## src/rtl/bld_params.svh

```systemverilog
// constants for the backlight dimming timing block
`ifndef BLD_PARAMS_SVH
`define BLD_PARAMS_SVH

`define BLD_CLK_PERIOD_NS 20
`define BLD_INIT_TIME_NS  2000
`define BLD_INIT_CYCLES   ((`BLD_INIT_TIME_NS + `BLD_CLK_PERIOD_NS - 1) / `BLD_CLK_PERIOD_NS)
`define BLD_CALI_TIME_NS  4000
`define BLD_CALI_CYCLES   ((`BLD_CALI_TIME_NS + `BLD_CLK_PERIOD_NS - 1) / `BLD_CLK_PERIOD_NS)

`define BLD_CH            16
`define BLD_TDIM_STEP     16'h0040
`define BLD_BRIGHT_BITS   12
`define BLD_DUTY_MAX_CODE 5'h14

`define BLD_CTRL_OFS      12'h000
`define BLD_STAT_OFS      12'h004
`define BLD_VSPER_OFS     12'h008
`define BLD_SCANN_OFS     12'h00C
`define BLD_DLY_PAGE      6'h01
`define BLD_DIM_PAGE      6'h02

`define BLD_CTRL_MODE_BIT 0
`define BLD_CTRL_MDL_LSB  1
`define BLD_CTRL_FREQ_LSB 4
`define BLD_CTRL_DUTY_LSB 12

`define BLD_STAT_INIT_BIT 0
`define BLD_STAT_CALI_BIT 1
`define BLD_STAT_CALC_BIT 2
`define BLD_STAT_SCAN_BIT 3

`endif

```

## src/rtl/bld_pkg.sv

```systemverilog
// types shared by the backlight dimming timing block
package bld_pkg;
  typedef enum logic [3:0] {
    BLD_ST_INIT = 4'h1,
    BLD_ST_CFG  = 4'h2,
    BLD_ST_CALI = 4'h4,
    BLD_ST_RUN  = 4'h8
  } bld_state_t;

  typedef enum logic [1:0] {
    BLD_MDL_LEAD   = 2'h0,
    BLD_MDL_TRAIL  = 2'h1,
    BLD_MDL_CENTER = 2'h2
  } bld_mdl_t;

  typedef logic [15:0] bld_ton_t;
endpackage : bld_pkg

```

## src/rtl/bld_dimming.sv

```systemverilog
// frame-synchronised pwm dimming timing with ahb-lite register slave
`timescale 1ns/100ps
`include "bld_params.svh"

module bld_dimming (
  input  wire logic        sys_clk,
  input  wire logic        reset_n,
  input  wire logic        hsel,
  input  wire logic [31:0] haddr,
  input  wire logic [1:0]  htrans,
  input  wire logic        hwrite,
  input  wire logic [2:0]  hsize,
  input  wire logic [31:0] hwdata,
  input  wire logic        hready,
  output logic             hreadyout,
  output logic             hresp,
  output logic [31:0]      hrdata,
  input  wire logic        vsync,
  output logic [15:0]      pwm_out
);
  localparam int NCH = `BLD_CH;

  bld_pkg::bld_state_t st_q;
  logic [15:0]         st_cnt_q;
  logic                mode_q;      // 0 local dimming, 1 scanning
  logic [1:0]          mdl_q;
  logic [4:0]          freq_q;
  logic [4:0]          duty_q;
  logic [11:0]         addr_q;
  logic                addr_ok_q;
  logic                wr_q;
  logic                rd_q;
  logic                hready_q;
  logic [31:0]         hrdata_q;
  logic [19:0]         delay_q   [NCH];
  logic [11:0]         bright_q  [NCH];
  bld_pkg::bld_ton_t   next_on_q [NCH];
  bld_pkg::bld_ton_t   act_on_q  [NCH];
  logic [7:0]          win_left_q[NCH];
  logic [15:0]         calc_pend_q;
  logic [15:0]         fresh_q;
  logic [15:0]         armed_q;
  logic [15:0]         apply_q;
  logic [3:0]          calc_ch_q;
  logic                issued_q;
  logic                vsync_q;
  logic [23:0]         frame_cnt_q;
  logic [23:0]         vs_per_q;
  logic [15:0]         ph_q;
  logic                scan_busy_q;
  logic [31:0]         scan_acc_q;
  logic [31:0]         scan_tgt_q;
  logic [7:0]          scan_cnt_q;
  logic [7:0]          scan_n_q;
  logic [15:0]         pwm_q;

  function automatic logic [15:0] tdim_of(input logic [4:0] f);
    tdim_of = 16'(({11'h0, f} + 16'h1) * `BLD_TDIM_STEP);
  endfunction : tdim_of

  function automatic logic pwm_level(input logic [1:0] m, input logic [15:0] ph,
                                     input logic [15:0] td, input logic [15:0] on);
    logic [15:0] off;
    logic [15:0] lead;
    off  = td - on;
    lead = {1'b0, off[15:1]};
    if (m == bld_pkg::BLD_MDL_TRAIL)
      pwm_level = (ph >= off);
    else if (m == bld_pkg::BLD_MDL_CENTER)
      pwm_level = (ph >= lead) && (ph < lead + on);
    else
      pwm_level = (ph < on);
  endfunction : pwm_level

  // bus decode
  wire         addr_phase = hsel && hready && htrans[1];
  wire         wr_ctrl    = wr_q && addr_ok_q && (addr_q == `BLD_CTRL_OFS);
  wire         wr_dly     = wr_q && addr_ok_q && (addr_q[11:6] == `BLD_DLY_PAGE);
  wire         wr_dim     = wr_q && addr_ok_q && (addr_q[11:6] == `BLD_DIM_PAGE);
  wire [3:0]   reg_idx    = addr_q[5:2];
  wire [15:0]  tdim       = tdim_of(freq_q);
  wire         vs_rise    = vsync && !vsync_q;
  wire         ph_wrap    = (ph_q >= tdim - 16'h1);
  wire         run        = (st_q == bld_pkg::BLD_ST_RUN);
  wire [6:0]   duty_pct   = (duty_q > `BLD_DUTY_MAX_CODE) ? 7'h64
                          : 7'(7'h14 + {duty_q, 2'b00});
  wire [31:0]  tdim_x100  = 32'(tdim) * 32'h64;
  wire         calc_done;
  bld_pkg::bld_ton_t calc_on;
  logic [3:0]  pick;
  logic        pick_ok;
  logic [31:0] rdata_w;

  // lowest pending channel goes to the calculator first
  always_comb begin
    pick    = 4'h0;
    pick_ok = 1'b0;
    for (int i = NCH - 1; i >= 0; i--) begin
      if (calc_pend_q[i]) begin
        pick    = 4'(i);
        pick_ok = 1'b1;
      end
    end
  end
  wire calc_start = pick_ok && !issued_q;

  always_comb begin
    if (!addr_ok_q)
      rdata_w = 32'h0;
    else if (addr_q == `BLD_CTRL_OFS)
      rdata_w = {15'h0, duty_q, 3'h0, freq_q, 1'b0, mdl_q, mode_q};
    else if (addr_q == `BLD_STAT_OFS)
      rdata_w = {28'h0, scan_busy_q, issued_q | pick_ok,
                 st_q == bld_pkg::BLD_ST_RUN, st_q != bld_pkg::BLD_ST_INIT};
    else if (addr_q == `BLD_VSPER_OFS)
      rdata_w = {8'h0, vs_per_q};
    else if (addr_q == `BLD_SCANN_OFS)
      rdata_w = {24'h0, scan_n_q};
    else if (addr_q[11:6] == `BLD_DLY_PAGE)
      rdata_w = {12'h0, delay_q[reg_idx]};
    else if (addr_q[11:6] == `BLD_DIM_PAGE)
      rdata_w = {20'h0, bright_q[reg_idx]};
    else
      rdata_w = 32'h0;
  end

  // ahb-lite slave: writes zero-wait, reads one wait state so data is fresh
  always_ff @(posedge sys_clk or negedge reset_n) begin
    if (!reset_n) begin
      addr_q    <= 12'h0;
      addr_ok_q <= 1'b0;
      wr_q      <= 1'b0;
      rd_q      <= 1'b0;
      hready_q  <= 1'b1;
      hrdata_q  <= 32'h0;
    end else begin
      wr_q     <= addr_phase && hwrite;
      rd_q     <= addr_phase && !hwrite;
      hready_q <= !(addr_phase && !hwrite);
      if (addr_phase) begin
        addr_q    <= haddr[11:0];
        addr_ok_q <= (haddr[31:12] == 20'h0) && (haddr[1:0] == 2'b00);
      end
      if (rd_q)
        hrdata_q <= rdata_w;
    end
  end

  // init, wait for control write, calibrate, run
  always_ff @(posedge sys_clk or negedge reset_n) begin
    if (!reset_n) begin
      st_q     <= bld_pkg::BLD_ST_INIT;
      st_cnt_q <= 16'h0;
      mode_q   <= 1'b0;
      mdl_q    <= 2'h0;
      freq_q   <= 5'h0;
      duty_q   <= 5'h0;
    end else begin
      if (wr_ctrl) begin
        mode_q <= hwdata[`BLD_CTRL_MODE_BIT];
        mdl_q  <= (hwdata[`BLD_CTRL_MDL_LSB +: 2] == 2'h3) ? 2'h0
                : hwdata[`BLD_CTRL_MDL_LSB +: 2];
        freq_q <= hwdata[`BLD_CTRL_FREQ_LSB +: 5];
        duty_q <= hwdata[`BLD_CTRL_DUTY_LSB +: 5];
      end
      case (st_q)
        bld_pkg::BLD_ST_INIT: begin
          st_cnt_q <= st_cnt_q + 16'h1;
          if (st_cnt_q == 16'(`BLD_INIT_CYCLES - 1)) begin
            st_q     <= bld_pkg::BLD_ST_CFG;
            st_cnt_q <= 16'h0;
          end
        end
        bld_pkg::BLD_ST_CFG: begin
          if (wr_ctrl)
            st_q <= bld_pkg::BLD_ST_CALI;
        end
        bld_pkg::BLD_ST_CALI: begin
          st_cnt_q <= st_cnt_q + 16'h1;
          if (st_cnt_q == 16'(`BLD_CALI_CYCLES - 1))
            st_q <= bld_pkg::BLD_ST_RUN;
        end
        default: st_q <= bld_pkg::BLD_ST_RUN;
      endcase
    end
  end

  // frame timing, scan period rounding to whole dimming periods
  always_ff @(posedge sys_clk or negedge reset_n) begin
    if (!reset_n) begin
      vsync_q     <= 1'b0;
      frame_cnt_q <= 24'h0;
      vs_per_q    <= 24'h0;
      ph_q        <= 16'h0;
      scan_busy_q <= 1'b0;
      scan_acc_q  <= 32'h0;
      scan_tgt_q  <= 32'h0;
      scan_cnt_q  <= 8'h0;
      scan_n_q    <= 8'h1;
    end else begin
      vsync_q     <= vsync;
      frame_cnt_q <= vs_rise ? 24'h0
                   : (frame_cnt_q == 24'hFFFFFF) ? frame_cnt_q : frame_cnt_q + 24'h1;
      ph_q        <= (vs_rise || ph_wrap) ? 16'h0 : ph_q + 16'h1;
      if (vs_rise) begin
        vs_per_q    <= frame_cnt_q;
        scan_busy_q <= 1'b1;
        // frame counter stops one short of the true period, so add it back
        scan_tgt_q  <= 32'(duty_pct) * (32'(frame_cnt_q) + 32'h1);
        scan_acc_q  <= 32'(tdim) * 32'h32;
        scan_cnt_q  <= 8'h0;
      end else if (scan_busy_q) begin
        // counts periods while the half-period-biased sum stays at or under target
        if (scan_acc_q <= scan_tgt_q && scan_cnt_q != 8'hFF) begin
          scan_acc_q <= scan_acc_q + tdim_x100;
          scan_cnt_q <= scan_cnt_q + 8'h1;
        end else begin
          scan_busy_q <= 1'b0;
          scan_n_q    <= (scan_cnt_q == 8'h0) ? 8'h1 : scan_cnt_q;
        end
      end
    end
  end

  // brightness writes queue calculations while the host keeps writing
  always_ff @(posedge sys_clk or negedge reset_n) begin
    if (!reset_n) begin
      calc_pend_q <= 16'h0;
      calc_ch_q   <= 4'h0;
      issued_q    <= 1'b0;
    end else begin
      for (int i = 0; i < NCH; i++) begin
        if (wr_dim && reg_idx == 4'(i))
          calc_pend_q[i] <= 1'b1;
        else if (calc_start && pick == 4'(i))
          calc_pend_q[i] <= 1'b0;
      end
      if (calc_start) begin
        calc_ch_q <= pick;
        issued_q  <= 1'b1;
      end else if (calc_done) begin
        issued_q <= 1'b0;
      end
    end
  end

  bld_ontime_calc u_calc (
    .sys_clk (sys_clk),
    .reset_n (reset_n),
    .start   (calc_start),
    .bright  (bright_q[pick]),
    .tdim    (tdim),
    .done    (calc_done),
    .ontime  (calc_on)
  );

  // per-channel registers, buffering and apply at group delay
  always_ff @(posedge sys_clk or negedge reset_n) begin
    if (!reset_n) begin
      fresh_q <= 16'h0;
      armed_q <= 16'h0;
      apply_q <= 16'h0;
      pwm_q   <= 16'h0;
      for (int i = 0; i < NCH; i++) begin
        delay_q[i]    <= 20'h0;
        bright_q[i]   <= 12'h0;
        next_on_q[i]  <= 16'h0;
        act_on_q[i]   <= 16'h0;
        win_left_q[i] <= 8'h0;
      end
    end else begin
      for (int i = 0; i < NCH; i++) begin
        if (wr_dly && reg_idx == 4'(i))
          delay_q[i] <= hwdata[19:0];
        if (wr_dim && reg_idx == 4'(i))
          bright_q[i] <= hwdata[11:0];
        if (calc_done && calc_ch_q == 4'(i)) begin
          next_on_q[i] <= calc_on;
          fresh_q[i]   <= 1'b1;
        end else if (vs_rise) begin
          fresh_q[i]   <= 1'b0;
        end
        // values finished in frame n are armed at the next vsync only
        if (vs_rise)
          armed_q[i] <= fresh_q[i] | armed_q[i];
        else if (apply_q[i] && ph_wrap)
          armed_q[i] <= 1'b0;
        if (armed_q[i] && !vs_rise && frame_cnt_q == 24'(delay_q[i]))
          apply_q[i] <= 1'b1;
        else if (apply_q[i] && ph_wrap)
          apply_q[i] <= 1'b0;
        if (apply_q[i] && ph_wrap) begin
          act_on_q[i]   <= next_on_q[i];
          win_left_q[i] <= scan_n_q;
        end else if (ph_wrap && win_left_q[i] != 8'h0) begin
          win_left_q[i] <= win_left_q[i] - 8'h1;
        end
        pwm_q[i] <= run && pwm_level(mdl_q, ph_q, tdim, act_on_q[i])
                    && (!mode_q || win_left_q[i] != 8'h0);
      end
    end
  end

  assign hreadyout = hready_q;
  assign hresp     = 1'b0;
  assign hrdata    = hrdata_q;
  assign pwm_out   = pwm_q;
endmodule : bld_dimming

```

## src/rtl/bld_ontime_calc.sv

```systemverilog
// serial shift-add on-time calculator: ontime = bright * tdim / 4096
`timescale 1ns/100ps
module bld_ontime_calc (
  input  wire logic          sys_clk,
  input  wire logic          reset_n,
  input  wire logic          start,
  input  wire logic [11:0]   bright,
  input  wire logic [15:0]   tdim,
  output logic               done,
  output bld_pkg::bld_ton_t  ontime
);
  logic [27:0] acc_q;
  logic [27:0] mcand_q;
  logic [11:0] mplier_q;
  logic [3:0]  cnt_q;
  logic        run_q;
  logic        done_q;

  // twelve cycles per channel keeps area tiny; host writes are far slower
  always_ff @(posedge sys_clk or negedge reset_n) begin
    if (!reset_n) begin
      acc_q    <= 28'h0;
      mcand_q  <= 28'h0;
      mplier_q <= 12'h0;
      cnt_q    <= 4'h0;
      run_q    <= 1'b0;
      done_q   <= 1'b0;
    end else if (start) begin
      acc_q    <= 28'h0;
      mcand_q  <= {12'h0, tdim};
      mplier_q <= bright;
      cnt_q    <= 4'hC;
      run_q    <= 1'b1;
      done_q   <= 1'b0;
    end else if (run_q) begin
      acc_q    <= mplier_q[0] ? acc_q + mcand_q : acc_q;
      mcand_q  <= {mcand_q[26:0], 1'b0};
      mplier_q <= {1'b0, mplier_q[11:1]};
      cnt_q    <= cnt_q - 4'h1;
      run_q    <= (cnt_q != 4'h1);
      done_q   <= (cnt_q == 4'h1);
    end else begin
      done_q   <= 1'b0;
    end
  end

  assign done   = done_q;
  assign ontime = acc_q[27:12];
endmodule : bld_ontime_calc

```

## config.mk

```make
export PLATFORM = sky130hd
export DESIGN_NAME = bld_dimming
export DESIGN_NICKNAME = d
export VERILOG_FILES = /design/src/rtl/bld_pkg.sv /design/src/rtl/bld_dimming.sv /design/src/rtl/bld_ontime_calc.sv
export VERILOG_INCLUDE_DIRS = /design/src /design/src/rtl
export SDC_FILE = /design/constraint.sdc
export NUM_CORES = 2
export LEC_CHECK = 0
export BUFFER_PORTS_ARGS = -buffer_cell sky130_fd_sc_hd__buf_2
export CAP_MARGIN = 20
export CORE_ASPECT_RATIO = 0.9
export CORE_MARGIN = 2
export CORE_UTILIZATION = 55
export DETAILED_ROUTE_END_ITERATION = 12
export HOLD_SLACK_MARGIN = 0.05
export PLACE_DENSITY = 0.75
export SYNTH_ARGS = -nofsm -noshare
export SYNTH_HDL_FRONTEND = slang
export SYNTH_SLANG_ARGS = --single-unit
```

## constraint.sdc

```tcl
create_clock -name sys_clk -period 18.15 [get_ports sys_clk]
set_input_delay 3.63 -clock sys_clk [delete_from_list [all_inputs] [get_ports sys_clk]]
set_output_delay 3.63 -clock sys_clk [all_outputs]
set_load 0.02 [all_outputs]
```

==> impl_metrics.ini <==
[floorplanning]
core_area_um2 = 206000
io_pins = 125
die_h_um = 435
fp.dieW_um = 483
initial_core_util_pct = 55.2
dieArea_um2 = 210000
rows = 158

[yosys]
yosys.area_share.xor_xnor_pct = 7.51
yosysSeqAreaShare_pct = 33.2
syn-cell-area_um2 = 114000
muxShareOfSynthArea_pct = 12.3
syn_area_per_cell_um2 = 9.86
synthArstFlopShare_pct = 100
synthAdderAreaFrac_pct = 18.2
yosys.area_share.simple_pct = 11.0
synth_edf_count = 0
ys_warn_count = 0
netlist_instances = 11525
synth-seq-cells = 1509
ys_types = 101
synth_flop_cell = dfrtp_1
synth_top_family_by_area = adder cells
synth_compound_area_share_pct = 13.5

[layout]
num-fill-cells = 16737
final_cell_mix = 1528 x ha_1, 1483 x dfrtp_1, 943 x nand2_1
multiInputGateArea_um2 = 71200
final_util_pct = 59.7
final_common_cell = ha_1
final_nets = 13158
area_delta_synth_final_pct = 8.07
seq_area_um2 = 37800
drive_gt1_share_pct = 14.1

[worst_setup_path]
crit_slowest_cell = fa_1
cpPeakStageDelay_ns = 0.53
required_ns = 18.89
crit_type = flip-flop to flip-flop
start_kind = flip-flop
crit_path_max_fanout = 25
cp.arrival_ns = 7.51
end_kind = flip-flop

[timing]
worst_hold_slack_ns = 0.415
fin_crit_sh_pct = 37.3
max_freq_mhz = 148
rsz0062_at_grt = false
fin_skew_ns = 0.0880
tns_ns = 0
period_needed_ns = 6.77
slew_headroom_pct = 17.7
finalSetupViolations = 0
hold_viol = 0
maxSlewViolCount = 0
worst_pin_slew_ns = 1.23

[detailed_routing]
top_layer = met5
wirelength_mm = 329
routedWlPerCell_um = 22.9
routed-wl-met2_mm = 150
firstDrtPassIters = 6
ant_nets = 0
drt_iter0_markers = 8294
vias = 90288
via_per_inst = 6.29
drc_errors = 0
wl_met1_mm = 136
wl_met3_mm = 26.3

[clock_tree]
clock_path_buffers = 3
insertion_delay_ns = 0.88
cts_resized = 0
cts-root-buf = clkbuf_16
postCtsHoldBufs = 0
cts_tree = done
cts_setup_buffers = 0
clock_sinks = 1509
htreeDepth = 4
cts_buffers = 163
clk_pin_slew_ns = 0.06

[global_routing]
antenna_found_initial = 23
gr-total-overflow = 0
grt_usage_pct = 30.8
grt_max_degree = 167
grt_pass1_wl_mm = 513
grt_pass1_vias = 90445

[flow_run]
maxCapViolations = 0

[power_and_ir_drop]
leakage_nw = 57.6
peakVddDrop_mv = 0.0991
power.density_nw_per_um2 = 72.6

[place]
gp_congestion = 0.940
portBuffers = 99
dp.final_hpwl_mm = 226

[status]
status = finished clean

[hold_path]
hold_class = flip-flop to flip-flop
[sequential cells by signal, indices dropped and copies added (netlist names), 8 cells and up]
register / count
scan_tgt_q: 30
u_calc.acc_q: 22
act_on_q: 256
scan_n_q: 8
u_calc.mcand_q: 22
bright_q: 192
u_calc.mplier_q: 12
next_on_q: 256
st_cnt_q: 16
fresh_q: 16
pwm_out: 16
apply_q: 16
scan_acc_q: 25
ph_q: 16
calc_pend_q: 16
armed_q: 16
addr_q: 12
vs_per_q: 24
hrdata: 24
scan_cnt_q: 8
frame_cnt_q: 24
delay_q: 320
win_left_q: 128
[Yosys cell counts (40+ instances only)]
| cell type | n | share of area [%] |
|---|---|---|
| o22ai_1 | 40 | 0.22 |
| buf_1 | 60 | 0.20 |
| buf_2 | 74 | 0.33 |
| ha_1 | 1528 | 17 |
| a31oi_1 | 70 | 0.39 |
| nor2_1 | 552 | 1.8 |
| nor2b_1 | 126 | 0.69 |
| a21o_1 | 247 | 1.6 |
| o21ai_0 | 727 | 3.2 |
| nand3_1 | 144 | 0.63 |
| xor2_1 | 442 | 3.4 |
| nand4_1 | 117 | 0.64 |
| dfrtp_1 | 1506 | 33 |
| fa_1 | 77 | 1.4 |
| nand2_1 | 946 | 3.1 |
| nand2b_1 | 125 | 0.69 |
| o211ai_1 | 82 | 0.54 |
| mux2i_1 | 100 | 0.88 |
| xnor2_1 | 532 | 4.1 |
| o21bai_1 | 101 | 0.67 |
| and3_1 | 61 | 0.34 |
| a21oi_1 | 642 | 2.8 |
| or3_1 | 65 | 0.36 |
| mux4_2 | 162 | 3.2 |
| a211oi_1 | 94 | 0.62 |
| clkbuf_1 | 333 | 1.1 |
| nor3_1 | 215 | 0.95 |
| nor4_1 | 151 | 0.83 |
| inv_1 | 762 | 2.5 |
| o21a_1 | 111 | 0.73 |
| mux2_2 | 825 | 8.2 |
[routing by layer]
layer / GRT usage (%) / vias up
met4: 14.6 / 14
met1: 40.4 / 44711
met3: 5.82 / 851
met2: 49.3 / 3530
li1: - / 41182
met5: 0 / -
[cell type report]
class | count | share of cell area, %
diodes | 14 | 0.0285
inverters | 767 | 2.35
flip-flops and latches | 1509 | 30.8
repair buffers | 261 | 1.55
clock inverters | 63 | 0.702
multi-input cells | 8776 | 58.0
well taps | 2720 | 2.77
clock buffers | 236 | 3.81
[critical path, delay by kind of cell, from the launching register on]
family	cells	cell delay, ns
xor gates and xnor gates	1	0.20
DFF	1	0.35
and+or+nand+nor	7	1.80
AOI/OAI and AO/OA	8	1.49
buffers and inverters	4	0.58
adders and majority gates	5	2.24
[final timing paths]
check	cells past startpoint	end	from	slack [ns]
min in group asynchronous	1	pwm_out[0]	reset_n	2.71
min	2	act_on_q[154]	next_on_q[154]	0.42
max	25	scan_tgt_q[31]	frame_cnt_q[0]	11.38
max in group asynchronous	4	bright_q[129]	reset_n	12.04
max reg2reg	25	scan_tgt_q[31]	frame_cnt_q[0]	11.38
min reg2reg	2	act_on_q[154]	next_on_q[154]	0.42
[where the power goes]
part	switching, mW	internal (mW)	leakage (nW)	total (mW)
Combinational	1.04	0.809	35.1	1.85
Sequential	0.157	3.45	19.8	3.61
Clock	1.51	1.94	2.68	3.46
Total	2.71	6.20	57.6	8.91
[stage by stage]
stage	total power, mW	instances	area (um^2)	setup WS [ns]
global route	9.28	14334	123000	10.95
finish	8.91	14346	123000	11.38
global placement	5.41	14024	117000	11.13
detailed placement	5.47	14026	117000	11.07
floorplan	4.84	11533	114000	12.15
CTS	8.92	14325	123000	11.42
[cell families after synthesis]
group                    count (synthesis)
flip-flops                            1509
AO/OA/AOI/OAI                         2462
XOR/XNOR                               974
buffers and inverters                 1248
AND/OR/NAND/NOR                       2636
multiplexers                          1087
adder cells (fa/ha/maj)               1608
other                                    1
Power figures use the tool's default switching activity.
